File: config.mk
export PLATFORM = sky130hd
export DESIGN_NAME = sfst_top
export DESIGN_NICKNAME = d
export VERILOG_FILES = /design/src/shared/sfst_pkg.sv /design/src/rtl/sfst_top.sv
export SDC_FILE = /design/constraint.sdc
export NUM_CORES = 1
export LEC_CHECK = 0
export BUFFER_PORTS_ARGS = -buffer_cell sky130_fd_sc_hd__buf_4
export CAP_MARGIN = 20
export CORE_ASPECT_RATIO = 1.1
export CORE_MARGIN = 4
export CORE_UTILIZATION = 51
export DETAILED_ROUTE_END_ITERATION = 8
export PLACE_DENSITY = 0.77
export SETUP_SLACK_MARGIN = 0.1
export SYNTH_ARGS = -nofsm -noshare
export SYNTH_HDL_FRONTEND = slang
export SYNTH_SLANG_ARGS = --single-unit
File: constraint.sdc
create_clock -name clk -period 1.77 [get_ports clk]
set_input_delay 0.0885 -clock clk [delete_from_list [all_inputs] [get_ports clk]]
set_output_delay 0.0885 -clock clk [all_outputs]
set_load 0.1 [all_outputs]
File: src/shared/sfst_pkg.sv
// constants for the status flag and sample timing block
package sfst_pkg;
	// ****************************************
	// register map
	// ****************************************
	localparam logic [7:0] ADDR_STATUS = 8'h04;
	localparam logic [7:0] ADDR_STATUS2 = 8'h05;
	localparam logic [7:0] ADDR_WMARK = 8'h39;
	localparam logic [7:0] ADDR_BUFCTL = 8'h3a;
	localparam logic [7:0] ADDR_TIMING = 8'h3d;
	localparam logic [7:0] WMARK_RESET = 8'h80;
	localparam logic [7:0] BUFCTL_RESET = 8'h00;
	localparam logic [7:0] TIMING_RESET = 8'h00;
	// ****************************************
	// field positions
	// ****************************************
	localparam int BIT_TRIG_ENABLE = 0;
	localparam int BIT_TIMEBASE_SEL = 1;
	localparam int BIT_WM_MSB = 0;
	localparam int BIT_MODE_LO = 1;
	localparam int BIT_NEW = 0;
	localparam int BIT_BRDY = 1;
	localparam int BIT_WM = 2;
	localparam int BIT_OVR = 3;
	localparam int BIT_QUIET = 4;
	localparam int BIT_MOTION = 5;
	localparam int NUM_FLAGS = 6;
	// ****************************************
	// buffer modes and time base
	// ****************************************
	typedef enum logic [1:0] {SFST_OFF, SFST_STREAM, SFST_TRIG, SFST_OLDEST} sfst_mode_t;
	localparam int CLK_HZ = 20000000;
	localparam int BASE_HZ = 307200;
	localparam int FAST_HZ = 614400;
	localparam int BASE_DIV = CLK_HZ / BASE_HZ;
	localparam int FAST_DIV = CLK_HZ / FAST_HZ;
	localparam logic [9:0] TICKS_SLOW = 10'h300;
	localparam logic [2:0] RATE_FAST = 3'h4;
	localparam logic [2:0] MAX_SHIFT = 3'h3;
endpackage

File: src/rtl/sfst_top.sv
// status flags, interrupt pins and sampling time base
`timescale 1ns/1ns
module sfst_top
	import sfst_pkg::*;
#(
	parameter int COUNT_W = 10
) (
	input wire logic clk,
	input wire logic reset,
	input wire logic [7:0] reg_addr,
	input wire logic reg_wr,
	input wire logic reg_rd,
	input wire logic [7:0] reg_wdata,
	output logic [7:0] reg_rdata,
	input wire logic motion_event,
	input wire logic quiet_event,
	input wire logic result_ready,
	input wire logic result_read_active,
	input wire logic [COUNT_W-1:0] buffer_count,
	input wire logic buffer_write,
	input wire logic buffer_full,
	input wire logic buffer_trigger_saved,
	input wire logic [2:0] output_sample_rate,
	input wire logic [NUM_FLAGS-1:0] irq_map_a,
	input wire logic [NUM_FLAGS-1:0] irq_map_b,
	input wire logic irq_pin_a_in,
	output logic irq_pin_a_out,
	output logic irq_pin_a_oe,
	input wire logic irq_pin_b_in,
	output logic irq_pin_b_out,
	output logic irq_pin_b_oe,
	output logic [1:0] buffer_mode,
	output logic sample_start
);
	// ****************************************
	// registers
	// ****************************************
	logic [7:0] wmark_reg;
	logic [7:0] bufctl_reg;
	logic [7:0] timing_reg;
	logic [7:0] rdata_reg;
	logic [NUM_FLAGS-1:0] flags;
	logic new_reg, pend_reg, rd_q_reg;
	logic brdy_reg, wm_reg, ovr_reg, quiet_reg, motion_reg;
	logic status_rd, status2_rd, read_start, read_end;
	logic wm_cond, rdy_cond, ovr_event, external_timebase_select, sample_trigger_enable;
	logic [8:0] wm_thresh;

	assign status_rd = reg_rd && (reg_addr == ADDR_STATUS);
	assign status2_rd = reg_rd && (reg_addr == ADDR_STATUS2);
	assign external_timebase_select = timing_reg[BIT_TIMEBASE_SEL];
	assign sample_trigger_enable = timing_reg[BIT_TRIG_ENABLE];
	assign buffer_mode = bufctl_reg[BIT_MODE_LO+1:BIT_MODE_LO];
	assign reg_rdata = rdata_reg;

	always_ff @(posedge clk or posedge reset) begin
		if (reset) begin
			wmark_reg <= WMARK_RESET;
			bufctl_reg <= BUFCTL_RESET;
			timing_reg <= TIMING_RESET;
		end else if (reg_wr) begin
			case (reg_addr)
				ADDR_WMARK: wmark_reg <= reg_wdata;
				ADDR_BUFCTL: bufctl_reg <= reg_wdata;
				ADDR_TIMING: timing_reg <= reg_wdata;
				default: ;
			endcase
		end
	end

	always_ff @(posedge clk or posedge reset) begin
		if (reset) begin
			rdata_reg <= 8'h00;
		end else if (reg_rd) begin
			case (reg_addr)
				ADDR_STATUS: rdata_reg <= {4'h0, ovr_reg, wm_reg, brdy_reg, new_reg};
				ADDR_STATUS2: rdata_reg <= {2'h0, motion_reg, quiet_reg, 4'h0};
				ADDR_WMARK: rdata_reg <= wmark_reg;
				ADDR_BUFCTL: rdata_reg <= bufctl_reg;
				ADDR_TIMING: rdata_reg <= timing_reg;
				default: rdata_reg <= 8'h00;
			endcase
		end
	end

	// ****************************************
	// detector flags
	// ****************************************
	always_ff @(posedge clk or posedge reset) begin
		if (reset) begin
			motion_reg <= 1'b0;
			quiet_reg <= 1'b0;
		end else begin
			if (motion_event) begin
				motion_reg <= 1'b1;
			end else if (status2_rd) begin
				motion_reg <= 1'b0;
			end
			if (quiet_event) begin
				quiet_reg <= 1'b1;
			end else if (status2_rd) begin
				quiet_reg <= 1'b0;
			end
		end
	end

	// ****************************************
	// new sample flag
	// ****************************************
	assign read_start = result_read_active && !rd_q_reg;
	assign read_end = rd_q_reg && !result_read_active;

	always_ff @(posedge clk or posedge reset) begin
		if (reset) begin
			rd_q_reg <= 1'b0;
			pend_reg <= 1'b0;
			new_reg <= 1'b0;
		end else begin
			rd_q_reg <= result_read_active;
			if (result_read_active) begin
				if (read_start) begin
					new_reg <= 1'b0;
				end
				if (result_ready) begin
					pend_reg <= 1'b1;
				end
			end else begin
				pend_reg <= 1'b0;
				if (result_ready || (read_end && pend_reg)) begin
					new_reg <= 1'b1;
				end
			end
		end
	end

	// ****************************************
	// buffer flags
	// ****************************************
	assign wm_thresh = {bufctl_reg[BIT_WM_MSB], wmark_reg};
	assign wm_cond = (buffer_count >= COUNT_W'(wm_thresh));
	assign rdy_cond = (buffer_count != '0)
		&& ((buffer_mode != SFST_TRIG) || buffer_trigger_saved);
	assign ovr_event = buffer_write && buffer_full && (buffer_mode != SFST_OFF);

	always_ff @(posedge clk or posedge reset) begin
		if (reset) begin
			wm_reg <= 1'b0;
			brdy_reg <= 1'b0;
			ovr_reg <= 1'b0;
		end else begin
			if (wm_cond) begin
				wm_reg <= 1'b1;
			end else if (status_rd) begin
				wm_reg <= 1'b0;
			end
			if (rdy_cond) begin
				brdy_reg <= 1'b1;
			end else if (status_rd) begin
				brdy_reg <= 1'b0;
			end
			if (ovr_event) begin
				ovr_reg <= 1'b1;
			end else if ((buffer_mode == SFST_OFF) || (status_rd && buffer_count == '0)) begin
				ovr_reg <= 1'b0;
			end
		end
	end

	// ****************************************
	// interrupt pins
	// ****************************************
	assign flags = {motion_reg, quiet_reg, ovr_reg, wm_reg, brdy_reg, new_reg};

	always_ff @(posedge clk or posedge reset) begin
		if (reset) begin
			irq_pin_a_out <= 1'b0;
			irq_pin_a_oe <= 1'b0;
			irq_pin_b_out <= 1'b0;
			irq_pin_b_oe <= 1'b0;
		end else begin
			irq_pin_a_out <= |(flags & irq_map_a);
			irq_pin_b_out <= |(flags & irq_map_b);
			irq_pin_a_oe <= (irq_map_a != '0) && !external_timebase_select;
			irq_pin_b_oe <= (irq_map_b != '0) && !sample_trigger_enable;
		end
	end

	// ****************************************
	// pin synchronisers
	// ****************************************
	logic [1:0] pin_a_sync_reg, pin_b_sync_reg;
	logic pin_a_q_reg, pin_b_q_reg;
	logic ext_tick, sync_rise;

	always_ff @(posedge clk or posedge reset) begin
		if (reset) begin
			pin_a_sync_reg <= 2'b00;
			pin_b_sync_reg <= 2'b00;
			pin_a_q_reg <= 1'b0;
			pin_b_q_reg <= 1'b0;
		end else begin
			pin_a_sync_reg <= {pin_a_sync_reg[0], irq_pin_a_in};
			pin_b_sync_reg <= {pin_b_sync_reg[0], irq_pin_b_in};
			pin_a_q_reg <= pin_a_sync_reg[1];
			pin_b_q_reg <= pin_b_sync_reg[1];
		end
	end

	assign ext_tick = external_timebase_select && pin_a_sync_reg[1] && !pin_a_q_reg;
	assign sync_rise = sample_trigger_enable && pin_b_sync_reg[1] && !pin_b_q_reg;

	// ****************************************
	// time base and sample pacing
	// ****************************************
	logic [6:0] div_reg, div_lim;
	logic [9:0] tick_cnt_reg, tick_lim;
	logic [2:0] rate_shift;
	logic base_tick, tb_tick;

	assign div_lim = (output_sample_rate >= RATE_FAST) ? 7'(FAST_DIV - 1) : 7'(BASE_DIV - 1);
	assign base_tick = (div_reg >= div_lim);
	assign tb_tick = external_timebase_select ? ext_tick : base_tick;
	assign rate_shift = (output_sample_rate > MAX_SHIFT) ? MAX_SHIFT : output_sample_rate;
	assign tick_lim = 10'((TICKS_SLOW >> rate_shift) - 10'h001);

	always_ff @(posedge clk or posedge reset) begin
		if (reset) begin
			div_reg <= 7'h00;
		end else if (base_tick) begin
			div_reg <= 7'h00;
		end else begin
			div_reg <= 7'(div_reg + 7'h01);
		end
	end

	always_ff @(posedge clk or posedge reset) begin
		if (reset) begin
			tick_cnt_reg <= 10'h000;
			sample_start <= 1'b0;
		end else begin
			sample_start <= 1'b0;
			if (sample_trigger_enable) begin
				tick_cnt_reg <= 10'h000;
				sample_start <= sync_rise;
			end else if (tb_tick) begin
				if (tick_cnt_reg >= tick_lim) begin
					tick_cnt_reg <= 10'h000;
					sample_start <= 1'b1;
				end else begin
					tick_cnt_reg <= 10'(tick_cnt_reg + 10'h001);
				end
			end
		end
	end

	// ****************************************
	// assertions
	// ****************************************
	property p_new_set;
		@(posedge clk) disable iff (reset)
		(result_ready && !result_read_active) |=> new_reg;
	endproperty
	a_new_set: assert property (p_new_set) else $error("new flag not set");

	property p_no_set_in_read;
		@(posedge clk) disable iff (reset)
		result_read_active |=> !new_reg;
	endproperty
	a_no_set_in_read: assert property (p_no_set_in_read) else $error("flag set in read");

	property p_deferred;
		@(posedge clk) disable iff (reset)
		($fell(result_read_active) && pend_reg) |=> new_reg;
	endproperty
	a_deferred: assert property (p_deferred) else $error("deferred flag lost");

	property p_wm;
		@(posedge clk) disable iff (reset)
		(wm_thresh == 9'h000) |=> wm_reg;
	endproperty
	a_wm: assert property (p_wm) else $error("watermark not held");

	property p_rdy;
		@(posedge clk) disable iff (reset)
		(buffer_mode == SFST_TRIG && !buffer_trigger_saved && !brdy_reg)
			|=> !brdy_reg;
	endproperty
	a_rdy: assert property (p_rdy) else $error("ready before trigger");

	property p_ovr;
		@(posedge clk) disable iff (reset)
		ovr_event |=> ovr_reg ##1 (ovr_reg || $past(status_rd) || buffer_mode == SFST_OFF
			|| $past(buffer_mode) == SFST_OFF);
	endproperty
	a_ovr: assert property (p_ovr) else $error("overrun not held");

	property p_ovr_off;
		@(posedge clk) disable iff (reset)
		(buffer_mode == SFST_OFF) [*2] |-> !ovr_reg;
	endproperty
	a_ovr_off: assert property (p_ovr_off) else $error("overrun kept while off");

	property p_pin_input;
		@(posedge clk) disable iff (reset)
		$past(external_timebase_select) |-> !irq_pin_a_oe;
	endproperty
	a_pin_input: assert property (p_pin_input) else $error("pin a drives as clock input");

	property p_pin_or;
		@(posedge clk) disable iff (reset)
		1'b1 |=> irq_pin_b_out == |($past(flags) & $past(irq_map_b));
	endproperty
	a_pin_or: assert property (p_pin_or) else $error("pin b not OR of sources");

	property p_sync;
		@(posedge clk) disable iff (reset)
		$rose(pin_b_q_reg) && $past(sample_trigger_enable) |-> sample_start;
	endproperty
	a_sync: assert property (p_sync) else $error("trigger edge without sample");

	property p_tick;
		@(posedge clk) disable iff (reset)
		base_tick |=> (!base_tick) [*8];
	endproperty
	a_tick: assert property (p_tick) else $error("time base too fast");
endmodule

==> results of run 1 <==
power groups by stage:
stage                     Combinational (uW)  Clock, uW  Sequential [uW]
after global routing                    2330       1250             1970
after global placement                  1760          0             1950
final                                   2130       1160             1940
after CTS                               1990       1180             1930
after floorplan                         1010          0             2070
after detailed placement                1830          0             1960
layout by cell type (no fill, tap or decap), types with 3 or more instances in the layout:
master and n:
sky130_fd_sc_hd__buf_4 104, sky130_fd_sc_hd__dfrtp_1 67, sky130_fd_sc_hd__inv_1 32, sky130_fd_sc_hd__nor2_1 25
sky130_fd_sc_hd__mux2_2 24, sky130_fd_sc_hd__ha_1 21, sky130_fd_sc_hd__dlygate4sd3_1 19, sky130_fd_sc_hd__nand2_1 15
sky130_fd_sc_hd__nand3_1 12, sky130_fd_sc_hd__clkbuf_8 11, sky130_fd_sc_hd__a21oi_1 9, sky130_fd_sc_hd__o21ai_0 8
sky130_fd_sc_hd__a22oi_1 7, sky130_fd_sc_hd__o22ai_1 7, sky130_fd_sc_hd__mux2i_1 6, sky130_fd_sc_hd__ha_4 6
sky130_fd_sc_hd__nand2b_1 5, sky130_fd_sc_hd__a21o_1 5, sky130_fd_sc_hd__nand4_1 5, sky130_fd_sc_hd__nand4b_1 5
sky130_fd_sc_hd__nor4_1 4, sky130_fd_sc_hd__a32oi_1 4, sky130_fd_sc_hd__a2bb2oi_1 4, sky130_fd_sc_hd__and3_1 3
sky130_fd_sc_hd__o21ai_2 3, sky130_fd_sc_hd__o21ai_1 3, sky130_fd_sc_hd__a21oi_2 3, sky130_fd_sc_hd__nor2_2 3
sky130_fd_sc_hd__xnor2_1 3, sky130_fd_sc_hd__nor3_1 3, sky130_fd_sc_hd__conb_1 3, sky130_fd_sc_hd__buf_6 3
repair_timing:
item,4_1_cts,5_1_grt
setup endpoints to repair,12,13
buffers inserted,5,2
gates cloned,0,0
endpoints found under the hold margin,47,0
hold buffers,19,0
gates resized for setup,11,12
pin swaps,16,6
layout make-up:
cell class                      count  share of cell area (%)
Tap cell                           87                    2.06
Inverter                           34                    2.49
Clock buffer                       13                    3.01
Multi-Input combinational cell    254                    40.3
Clock inverter                      3                   0.403
Sequential cell                    68                    32.3
Timing Repair Buffer              127                    19.4
metal layers:
metal  part of all wire (%)  routed length (um)  track usage, %
met1                     41                3990            26.9
met2                     52                5050            39.8
met3                    4.7                 460            4.92
met4                    2.3                 227            7.77
met5                      0                   0               0
path summary, 6_finish.rpt:
kind	startpoint	to	slack [ps]	depth (start not counted)
worst max-delay path	tick_cnt_reg[6]	tick_cnt_reg[6]	-160	8
max in group asynchronous	reset	tick_cnt_reg[7]	780	4
worst min register to register	pin_a_sync_reg[0]	pin_a_sync_reg[1]	360	0
min in group asynchronous	reset	new_reg	390	3
worst max register to register	tick_cnt_reg[6]	tick_cnt_reg[6]	-160	8
worst min-delay path	reg_wdata[2]	wmark_reg[2]	10	2
critical path, delay by kind of cell, from the launching register on:
kind,cells,cell delay (ps)
buffers and inverters,2,290
adders and majority gates,1,190
DFF,1,420
AOI/OAI and AO/OA,4,830
and+or+nand+nor,1,110
logic make-up after synthesis:
family,synth area share [%]
flip-flops,44.0
other,0.194
AO/OA/AOI/OAI,15.9
buffers and inverters,5.01
XOR/XNOR,1.36
multiplexers,8.54
adder cells (fa/ha/maj),9.06
AND/OR/NAND/NOR,15.9
stage by stage:
step	hold slack, ps	setup TNS, ps	cells
2_1_floorplan	120	-1880	367
3_3_place_gp	200	-3830	544
3_5_place_dp	200	-4670	544
4_1_cts	0.537	-1290	584
5_1_grt	5.51	-2370	586
6_report	13.1	-1350	586
==> flow_summary.rst, run 1 <==
.. list-table::
   :header-rows: 1

   * - Metric
     - Value
   * - Signed area change from the synthesized netlist to the final layout
     - 36.4%
   * - Cell leakage power
     - between 0.002 and 0.0025 uW
   * - Number of synthesis warnings
     - 0
   * - Starting Density
     - between 50 and 60%
   * - Post-Route Skew
     - 8.40 ps
   * - Per-instance average area after synthesis
     - 10.6 um2
   * - Number of H-tree levels
     - 3
   * - Residual antenna-violating net count after detailed routing
     - 0
   * - Total power per unit cell area
     - 990 nW/um2
   * - Final Routed Wirelength
     - just under 10000 um
   * - Chip width
     - 91.0 um
   * - Most used DFF post-synth
     - sky130_fd_sc_hd__dfrtp_1
   * - Required time of the critical path
     - 2000 ps
   * - Global-route wire length before repair
     - 16300 um
   * - Number of flip-flops under the largest register name
     - 10
   * - Total placed instance area
     - 4710 um2
   * - Slew at the pin with the worst max-slew slack
     - 629 ps
   * - Drt pass-1 iters
     - 4
   * - Via count of the routed design
     - 3298
   * - Area of the multi-input gates
     - 2130 um2
   * - Die Footprint
     - around 9000 um2
   * - Most repeated library cell on the critical path
     - sky130_fd_sc_hd__buf_4
   * - Final core utilization
     - 71.0%
   * - Arrival @ worst endpoint
     - roughly 2200 ps
   * - Clock-pin slew of the registers on the worst-case setup and hold paths
     - 70 ps
   * - Slowest-stage cell, CP
     - sky130_fd_sc_hd__dfrtp_1
   * - Top cell type's share of synthesized area
     - 43.3%
   * - Hold violation total from the final report
     - 0
   * - Violations in the final reports
     - negative setup slack
   * - Clock buffer count from CTS
     - 9
   * - Clk pwr share
     - between 20% and 30%
   * - Switching share of power
     - 34.4%
   * - Async set or reset register ratio after synthesis
     - 100%
   * - Net switching power of the design
     - 1800 uW
   * - Max frequency
     - 0.517 GHz
   * - Combinational group share of total power
     - 40.7%
   * - Synth area leaders
     - sky130_fd_sc_hd__dfrtp_1 43%, sky130_fd_sc_hd__ha_1 9.1%, sky130_fd_sc_hd__mux2_2 7.0%
   * - Clock root buffer master
     - sky130_fd_sc_hd__clkbuf_8
   * - RePlAce Congestion
     - 0.881
   * - Remaining design rule violation count
     - 0
   * - Final-report setup violation count
     - 11
   * - Sequential Power Share
     - 37.2%
   * - Final critical path time including I/O delays and setup
     - 1930 ps
   * - I/O pin count
     - about 70
   * - Flip-flop and latch count after synthesis
     - between 60 and 70
   * - Number of global-route vias before repair
     - about 3500
   * - Worst Slack Setup Final
     - -164 ps
   * - Number of clock sinks
     - 68
   * - Pins Over Slew Limit
     - 0
   * - CTS Buffer Depth
     - 2
   * - Final Total Pwr
     - between 5000 and 6000 uW
   * - Run status
     - complete, but fails checks
   * - Count of filler cells inserted in the layout
     - around 550
   * - WL/cell
     - 16.6 um
   * - Cells after Synth
     - 366
   * - Count of antenna diodes in the layout
     - 0
   * - Count of different cell masters after synthesis
     - 68
   * - Worst slew margin relative to its limit
     - roughly 58%
   * - Non-Filler Cell Area, Final
     - 5280 um2
   * - Worst-case setup slack after placement
     - -509 ps
   * - Most frequently used cell type in the post-synthesis netlist
     - sky130_fd_sc_hd__dfrtp_1
   * - Count of buffers from port buffering
     - slightly below 70
   * - Internal Pwr Total
     - 3420 uW
   * - Antenna violations before repair
     - 0
   * - Vertical extent of the die
     - slightly below 100 um
   * - Worst Setup End Kind
     - flop
   * - DR vias/cell
     - approximately 5.6
   * - IR drop worst, VDD
     - between 0.7 and 0.8 mV
   * - Netlist Area Pre-Place
     - 3870 um2
   * - GRT Resource Usage Total
     - 22.4%
   * - Leading area contributor after synthesis
     - sky130_fd_sc_hd__dfrtp_1
   * - Most common library cells after synthesis
     - 67 x sky130_fd_sc_hd__dfrtp_1, 33 x sky130_fd_sc_hd__inv_1, 29 x sky130_fd_sc_hd__nor2_1, 28 x sky130_fd_sc_hd__ha_1, 24 x sky130_fd_sc_hd__mux2_2
   * - HPWL after detailed placement
     - 7290 um
   * - Placement Rows
     - 33
   * - RSZ-0062 raised after global routing
     - true
   * - CTS tree
     - built
   * - Drt first-iter violations
     - 225
   * - Core Box Area
     - 7430 um2
   * - Critical path's largest stage delay
     - 420 ps
   * - Maximum number of pins on one net before global-route repair
     - 42
   * - Cell Chain, Critical Path
     - ha_4 > a2111oi_4 > o21ai_2 > a221oi_4 > buf_4 > buf_4 > nand4b_1 > o311ai_2
   * - Number of enable flip-flop cells after synthesis
     - 0
   * - Total Nets Final
     - 576
   * - Element type at the critical path start
     - flop
   * - Maximum capacitance violations
     - 0
   * - Sequential Area
     - 1700 um2
   * - Final worst path period share
     - 109%
   * - Remaining global-route overflow
     - 0
   * - Classification of the worst setup path
     - reg2reg
   * - Tightest Hold Check Type
     - in2reg
   * - Share of final-layout standard cells stronger than drive strength 1
     - 38.5%
   * - Largest fanout of any net on the critical path
     - 3
   * - Clock Latency Late Sink
     - between 300 and 400 ps
   * - Proportion of synthesized chip area in sequential cells
     - 44.0%
Note: power is estimated with default switching activity, not from simulation.
==> inputs of run 2 (changes only) <==
--- a/config.mk
+++ b/config.mk
@@ -5,13 +5,13 @@
 export SDC_FILE = /design/constraint.sdc
 export NUM_CORES = 1
 export LEC_CHECK = 0
-export BUFFER_PORTS_ARGS = -buffer_cell sky130_fd_sc_hd__buf_4
+export BUFFER_PORTS_ARGS = -buffer_cell sky130_fd_sc_hd__buf_2
 export CAP_MARGIN = 20
 export CORE_ASPECT_RATIO = 1.1
 export CORE_MARGIN = 4
-export CORE_UTILIZATION = 51
+export CORE_UTILIZATION = 50
 export DETAILED_ROUTE_END_ITERATION = 8
-export PLACE_DENSITY = 0.77
+export PLACE_DENSITY = 0.75
 export SETUP_SLACK_MARGIN = 0.1
 export SYNTH_ARGS = -nofsm -noshare
 export SYNTH_HDL_FRONTEND = slang
==> flow_summary.rst, run 2 (synthesis gave the netlist of run 1 again) <==
.. list-table::
   :header-rows: 1

   * - Metric
     - Value
   * - CTS tree
     - built (unchanged)
   * - Number of flip-flops under the largest register name
     - 10 (unchanged)
   * - Worst slew margin relative to its limit
     - 52.5% (was 58.0%)
   * - Die Footprint
     - 9210 um2 (was 9040 um2)
   * - Total Nets Final
     - 573 (was 576)
   * - Clock root buffer master
     - sky130_fd_sc_hd__clkbuf_8 (unchanged)
   * - Violations in the final reports
     - negative setup slack (unchanged)
   * - Core Box Area
     - 7510 um2 (was 7430 um2)
   * - Element type at the critical path start
     - flop (unchanged)
   * - WL/cell
     - 16.3 um (was 16.6 um)
   * - DR vias/cell
     - 5.51 (was 5.63)
   * - Classification of the worst setup path
     - reg2reg (unchanged)
   * - Count of antenna diodes in the layout
     - 0 (unchanged)
   * - Global-route wire length before repair
     - 16100 um (was 16300 um)
   * - Signed area change from the synthesized netlist to the final layout
     - 32.6% (was 36.4%)
   * - Clock-pin slew of the registers on the worst-case setup and hold paths
     - 70 ps (about the same)
   * - Via count of the routed design
     - 3311 (was 3298)
   * - Vertical extent of the die
     - 100 um (was 99.3 um)
   * - RePlAce Congestion
     - 0.864 (was 0.881)
   * - Number of clock sinks
     - 68 (unchanged)
   * - Fin cells
     - 601 (was 586)
   * - Final Routed Wirelength
     - 9800 um (was 9730 um)
   * - Antenna violations before repair
     - 0 (unchanged)
   * - Max frequency
     - 0.525 GHz (was 0.517 GHz)
   * - Drt first-iter violations
     - 188 (was 225)
   * - Count of filler cells inserted in the layout
     - 580 (was 546)
   * - CTS Buffer Depth
     - 2 (unchanged)
   * - Placement Rows
     - 33 (unchanged)
   * - Drt pass-1 iters
     - 5 (was 4)
   * - Maximum capacitance violations
     - 0 (unchanged)
   * - Largest fanout of any net on the critical path
     - 5 (was 3)
   * - Share of final-layout standard cells stronger than drive strength 1
     - 39.9% (was 38.5%)
   * - I/O pin count
     - 69 (unchanged)
   * - Arrival @ worst endpoint
     - 2160 ps (was 2170 ps)
   * - Total power per unit cell area
     - 1040 nW/um2 (was 990 nW/um2)
   * - Final worst path period share
     - 108% (was 109%)
   * - HPWL after detailed placement
     - 7350 um (was 7290 um)
   * - Worst Slack Setup Final
     - -136 ps (was -164 ps)
   * - Final critical path time including I/O delays and setup
     - 1910 ps (was 1930 ps)
   * - Remaining global-route overflow
     - 0 (unchanged)
   * - Clock Latency Late Sink
     - 350 ps (was 340 ps)
   * - Pins Over Slew Limit
     - 0 (unchanged)
   * - Run status
     - complete, but fails checks (unchanged)
   * - Final-report setup violation count
     - 11 (unchanged)
   * - Post-Route Skew
     - 7.05 ps (was 8.40 ps)
   * - GRT Resource Usage Total
     - 22.0% (was 22.4%)
   * - IR drop worst, VDD
     - 0.807 mV (was 0.703 mV)
   * - Residual antenna-violating net count after detailed routing
     - 0 (unchanged)
   * - Starting Density
     - 51.5% (was 52.1%)
   * - Tightest Hold Check Type
     - in2reg (unchanged)
   * - Leading cell types in the layout, fill and taps excluded
     - 67 x sky130_fd_sc_hd__dfrtp_1, 67 x sky130_fd_sc_hd__buf_2, 38 x sky130_fd_sc_hd__buf_4 (was 104 x sky130_fd_sc_hd__buf_4, 67 x sky130_fd_sc_hd__dfrtp_1, 32 x sky130_fd_sc_hd__inv_1)
   * - Maximum number of pins on one net before global-route repair
     - 36 (was 42)
   * - Hold violation total from the final report
     - 0 (unchanged)
   * - Number of global-route vias before repair
     - 3403 (was 3480)
   * - Clock buffer count from CTS
     - 9 (unchanged)
   * - Area of the multi-input gates
     - 2190 um2 (was 2130 um2)
   * - Worst R2R Setup Slack
     - -140 ps (was -160 ps)
   * - Remaining design rule violation count
     - 0 (unchanged)
   * - Total instance count after detailed placement
     - 563 (was 544)
   * - Chip width
     - 91.9 um (was 91.0 um)
   * - Slew at the pin with the worst max-slew slack
     - 713 ps (was 629 ps)
   * - Count of buffers from port buffering
     - 68 (unchanged)
   * - Sequential Area
     - 1700 um2 (unchanged)
   * - Number of H-tree levels
     - 3 (unchanged)
   * - Worst Setup End Kind
     - flop (unchanged)
   * - Final Total Pwr
     - 5350 uW (was 5220 uW)
   * - Required time of the critical path
     - 2020 ps (was 2000 ps)
   * - Cell leakage power
     - 0.00235 uW (was 0.00242 uW)
   * - RSZ-0062 raised after global routing
     - true (unchanged)
[run 2: cell types whose count changed in the layout (fill, tap and decap cells not counted), moves of 3 or more]
cell,previous run,this run
sky130_fd_sc_hd__nor2_4,2,7
sky130_fd_sc_hd__nor2_1,25,22
sky130_fd_sc_hd__buf_4,104,38
sky130_fd_sc_hd__o21ai_2,3,6
sky130_fd_sc_hd__dlygate4sd3_1,19,15
sky130_fd_sc_hd__buf_2,0,67
sky130_fd_sc_hd__clkinv_2,1,4
[run 2: metrics by stage]
step / hold WS, ps / area [um2] / setup slack (ps) / util, % / TNS, ps
after floorplan: 120 / 3900 / -195 / - / -1880
after global placement: 209 / 4560 / -423 / 60.7 / -4030
after detailed placement: 200 / 4560 / -558 / 60.7 / -5530
after CTS: 2.64 / 4940 / -142 / 65.8 / -1050
after global routing: 10.1 / 5130 / -223 / 68.2 / -1980
final: 14.5 / 5130 / -136 / 68.2 / -1150
[run 2: critical path, stage by stage, from the launching register on]
cell	delay [ps]
sky130_fd_sc_hd__dfrtp_1	420
sky130_fd_sc_hd__ha_4	230
sky130_fd_sc_hd__a211o_1	300
sky130_fd_sc_hd__a211oi_2	330
sky130_fd_sc_hd__o21a_4	230
sky130_fd_sc_hd__nor2_4	70
sky130_fd_sc_hd__o311ai_2	240
[run 2: layer usage]
layer	up-vias	part of all wire [%]	track usage, %
met5	-	0	0
met4	0	2.3	8.00
met2	84	51	37.5
met1	1614	42	28.1
met3	15	4.3	4.27
li1	1598	-	-
[run 2: final timing paths]
path                                   start                 to  cells past startpoint
hold / removal                  reg_wdata[2]      bufctl_reg[2]                      2
max in group asynchronous              reset       wmark_reg[7]                      4
setup / recovery                  div_reg[4]    tick_cnt_reg[4]                      6
min in group asynchronous              reset            new_reg                      4
hold reg to reg            pin_b_sync_reg[0]  pin_b_sync_reg[1]                      0
setup reg to reg                  div_reg[4]    tick_cnt_reg[4]                      6
[run 2: timing repair]
| action | in CTS | in global routing |
|---|---|---|
| hold endpoints to repair | 80 | 0 |
| gates resized for setup | 9 | 31 |
| endpoints found under the setup margin | 18 | 12 |
| hold buffers | 15 | 0 |
| pin swaps | 8 | 18 |
| buffers inserted | 3 | 4 |
[run 2: report_power, final]
part	switching [uW]	internal, uW
clock network	585	502
registers	170	1770
logic	1190	1130
total	1950	3400
[run 2: final cells by class]
type	count	area share [%]
Clock inverter	5	0.561
Multi-Input combinational cell	254	42.6
Clock buffer	11	2.56
Sequential cell	68	33.2
Tap cell	105	2.56
Inverter	34	2.56
Timing Repair Buffer	124	15.9
==> inputs of run 3 (changes only) <==
--- a/config.mk
+++ b/config.mk
@@ -12,6 +12,7 @@
 export CORE_UTILIZATION = 50
 export DETAILED_ROUTE_END_ITERATION = 8
 export PLACE_DENSITY = 0.75
+export REMOVE_ABC_BUFFERS = 1
 export SETUP_SLACK_MARGIN = 0.1
 export SYNTH_ARGS = -nofsm -noshare
 export SYNTH_HDL_FRONTEND = slang
==> flow_summary.rst, run 3 (synthesis gave the netlist of run 1 again) <==
.. list-table::
   :header-rows: 1

   * - Metric
     - Value
   * - Run status
     - complete, but fails checks (unchanged)
   * - Violations in the final reports
     - negative setup slack (unchanged)
   * - Element type at the critical path start
     - flop (unchanged)
   * - Vertical extent of the die
     - 100 um (unchanged)
   * - Count of antenna diodes in the layout
     - 0 (unchanged)
   * - Classification of the worst setup path
     - reg2reg (unchanged)
   * - Worst R2R Setup Slack
     - -200 ps (was -140 ps)
   * - Slowest-stage cell, CP
     - sky130_fd_sc_hd__dfrtp_1 (unchanged)
   * - Signed area change from the synthesized netlist to the final layout
     - 28.6% (was 32.6%)
   * - Worst Slack Setup Final
     - -195 ps (was -136 ps)
   * - Drt pass-1 iters
     - 4 (was 5)
   * - Tightest Hold Check Type
     - in2reg (unchanged)
   * - Number of stages on the worst hold path
     - 2 (unchanged)
   * - Max frequency
     - 0.509 GHz (was 0.525 GHz)
   * - Clock buffer count from CTS
     - 9 (unchanged)
   * - Placement Rows
     - 33 (unchanged)
   * - IR drop worst, VDD
     - 0.462 mV (was 0.807 mV)
   * - RSZ-0062 raised after global routing
     - true (unchanged)
   * - Chip width
     - 91.9 um (unchanged)
   * - Largest fanout of any net on the critical path
     - 8 (was 5)
   * - Terminus of the critical flop-to-flop path
     - tick_cnt_reg[5] (was tick_cnt_reg[4])
   * - Final-report setup violation count
     - 11 (unchanged)
   * - Antenna violations before repair
     - 0 (unchanged)
   * - Drt first-iter violations
     - 173 (was 188)
   * - Worst Reg2Reg Path Length in Cells
     - 7 (was 6)
   * - WL/cell
     - 16.3 um (about the same)
   * - Final Total Pwr
     - 5080 uW (was 5350 uW)
   * - Total placed instance area
     - 4540 um2 (was 4560 um2)
   * - Total Nets Final
     - 565 (was 573)
   * - Final critical path time including I/O delays and setup
     - 1970 ps (was 1910 ps)
   * - Residual antenna-violating net count after detailed routing
     - 0 (unchanged)
   * - Summed negative setup slack over all endpoints
     - -1670 ps (was -1150 ps)
   * - Post-Route Skew
     - 8.25 ps (was 7.05 ps)
   * - Clock root buffer master
     - sky130_fd_sc_hd__clkbuf_8 (unchanged)
   * - Critical path's largest stage delay
     - 430 ps (was 420 ps)
   * - Worst path buffer plus inverter count
     - 1 (was 0)
   * - Most common cell after layout, fill and taps aside
     - sky130_fd_sc_hd__buf_2
   * - Required time of the critical path
     - 2040 ps (was 2020 ps)
   * - CTS tree
     - built (unchanged)
   * - Worst slew margin relative to its limit
     - 59.1% (was 52.5%)
   * - Total power per unit cell area
     - 1020 nW/um2 (was 1040 nW/um2)
   * - I/O pin count
     - 69 (unchanged)
   * - Final hold slack
     - 11.2 ps (was 14.5 ps)
   * - Slew at the pin with the worst max-slew slack
     - 614 ps (was 713 ps)
   * - Count of buffers from port buffering
     - 68 (unchanged)
   * - Clock-pin slew of the registers on the worst-case setup and hold paths
     - 70 ps (about the same)
   * - RePlAce Congestion
     - 0.919 (was 0.864)
   * - Maximum capacitance violations
     - 0 (unchanged)
   * - Cell Chain, Critical Path
     - ha_4 > a2111oi_4 > o21ai_2 > a221oi_4 > buf_6 > nand3_1 > a31oi_1 (was ha_4 > a211o_1 > a211oi_2 > o21a_4 > nor2_4 > o311ai_2)
   * - Remaining global-route overflow
     - 0 (unchanged)
   * - Number of global-route vias before repair
     - 3332 (was 3403)
   * - Clock Latency Late Sink
     - 350 ps (about the same)
   * - Non-Filler Cell Area, Final
     - 4970 um2 (was 5130 um2)
   * - Hold violation total from the final report
     - 0 (unchanged)
   * - HPWL after detailed placement
     - 7150 um (was 7350 um)
   * - CTS Buffer Depth
     - 2 (unchanged)
   * - Beginning of the worst register-to-register path
     - tick_cnt_reg[5] (was div_reg[4])
   * - Number of flip-flops under the largest register name
     - 10 (unchanged)
   * - Number of clock sinks
     - 68 (unchanged)
   * - GRT Resource Usage Total
     - 21.7% (was 22.0%)
   * - Final worst path period share
     - 111% (was 108%)
   * - DR vias/cell
     - 5.53 (was 5.51)
   * - Origin of the worst min-delay path
     - reg_wdata[4] (was reg_wdata[2])
   * - Starting Density
     - 51.5% (unchanged)
   * - Maximum number of pins on one net before global-route repair
     - 51 (was 36)
   * - Arrival @ worst endpoint
     - 2230 ps (was 2160 ps)
   * - Number of H-tree levels
     - 3 (unchanged)
   * - Cell class contributing the biggest share of worst-path delay
     - compound AO/OA/AOI/OAI gates (unchanged)
   * - Hold Path End
     - wmark_reg[4] (was bufctl_reg[2])
   * - Pins Over Slew Limit
     - 0 (unchanged)
   * - Final Routed Wirelength
     - 9640 um (was 9800 um)
   * - Worst Setup End Kind
     - flop (unchanged)
   * - Share of final-layout standard cells stronger than drive strength 1
     - 37.7% (was 39.9%)
   * - Cell leakage power
     - 0.00229 uW (was 0.00235 uW)
   * - Leading cell types in the layout, fill and taps excluded
     - 68 x sky130_fd_sc_hd__buf_2, 67 x sky130_fd_sc_hd__dfrtp_1, 34 x sky130_fd_sc_hd__buf_4 (was 67 x sky130_fd_sc_hd__dfrtp_1, 67 x sky130_fd_sc_hd__buf_2, 38 x sky130_fd_sc_hd__buf_4)
   * - Global-route wire length before repair
     - 15900 um (was 16100 um)
   * - Core Box Area
     - 7510 um2 (unchanged)
   * - Remaining design rule violation count
     - 0 (unchanged)
   * - Via count of the routed design
     - 3279 (was 3311)
   * - Die Footprint
     - 9210 um2 (unchanged)
## run 3: through the flow
step | utilization, % | instances | setup WS [ps]
finish | 66.2 | 593 | -195
global route | 66.2 | 593 | -284
CTS | 65.2 | 591 | -184
detailed placement | 60.4 | 562 | -645
global placement | 60.4 | 562 | -567
floorplan | - | 356 | -447
## run 3: worst max path at each step
stage	depth (start not counted)	start	endpoint	slack, ps
after floorplan	8	output_sample_rate[2]	tick_cnt_reg[7]	-450
after global placement	10	output_sample_rate[2]	tick_cnt_reg[5]	-570
after detailed placement	10	output_sample_rate[2]	tick_cnt_reg[5]	-640
after CTS	7	tick_cnt_reg[5]	tick_cnt_reg[5]	-180
after global routing	7	tick_cnt_reg[5]	tick_cnt_reg[7]	-280
final	7	tick_cnt_reg[5]	tick_cnt_reg[5]	-200
## run 3: final cells by class
type                            count  area [um2]
Fill cell                         627        2540
Multi-Input combinational cell    254        2100
Sequential cell                    68        1700
Timing Repair Buffer              116         747
Clock buffer                       14         153
Tap cell                          105         131
Inverter                           34         128
Clock inverter                      2        12.5
## run 3: power breakdown
part           total [uW]  switching (uW)  leakage [uW]  internal [uW]
combinational        2020            1050       0.00136            965
sequential           1940             170      0.000855           1770
clock                1130             581     0.0000807            547
## run 3: repair_timing
action                                  4_1_cts  5_1_grt
endpoints found under the setup margin       12       13
hold buffers                                 12        0
setup buffers                                 1        2
hold endpoints to repair                     27        0
gates cloned                                  0        0
resized for setup                            16       10
pin swaps                                    12       16
## run 3: layer usage
metal | GRT usage (%) | share of wire (%)
met2 | 36.7 | 51
met4 | 10.5 | 2.3
met1 | 27.3 | 42
met5 | 0 | 0
met3 | 3.15 | 4.6
## run 3: worst reg2reg max path, delay by kind of cell, from the launching register on
kind	cells	cell delay (ps)
flip-flops	1	430
buffers and inverters	1	190
AO/OA/AOI/OAI	4	1000
adder cells (fa/ha/maj)	1	190
AND/OR/NAND/NOR	1	80
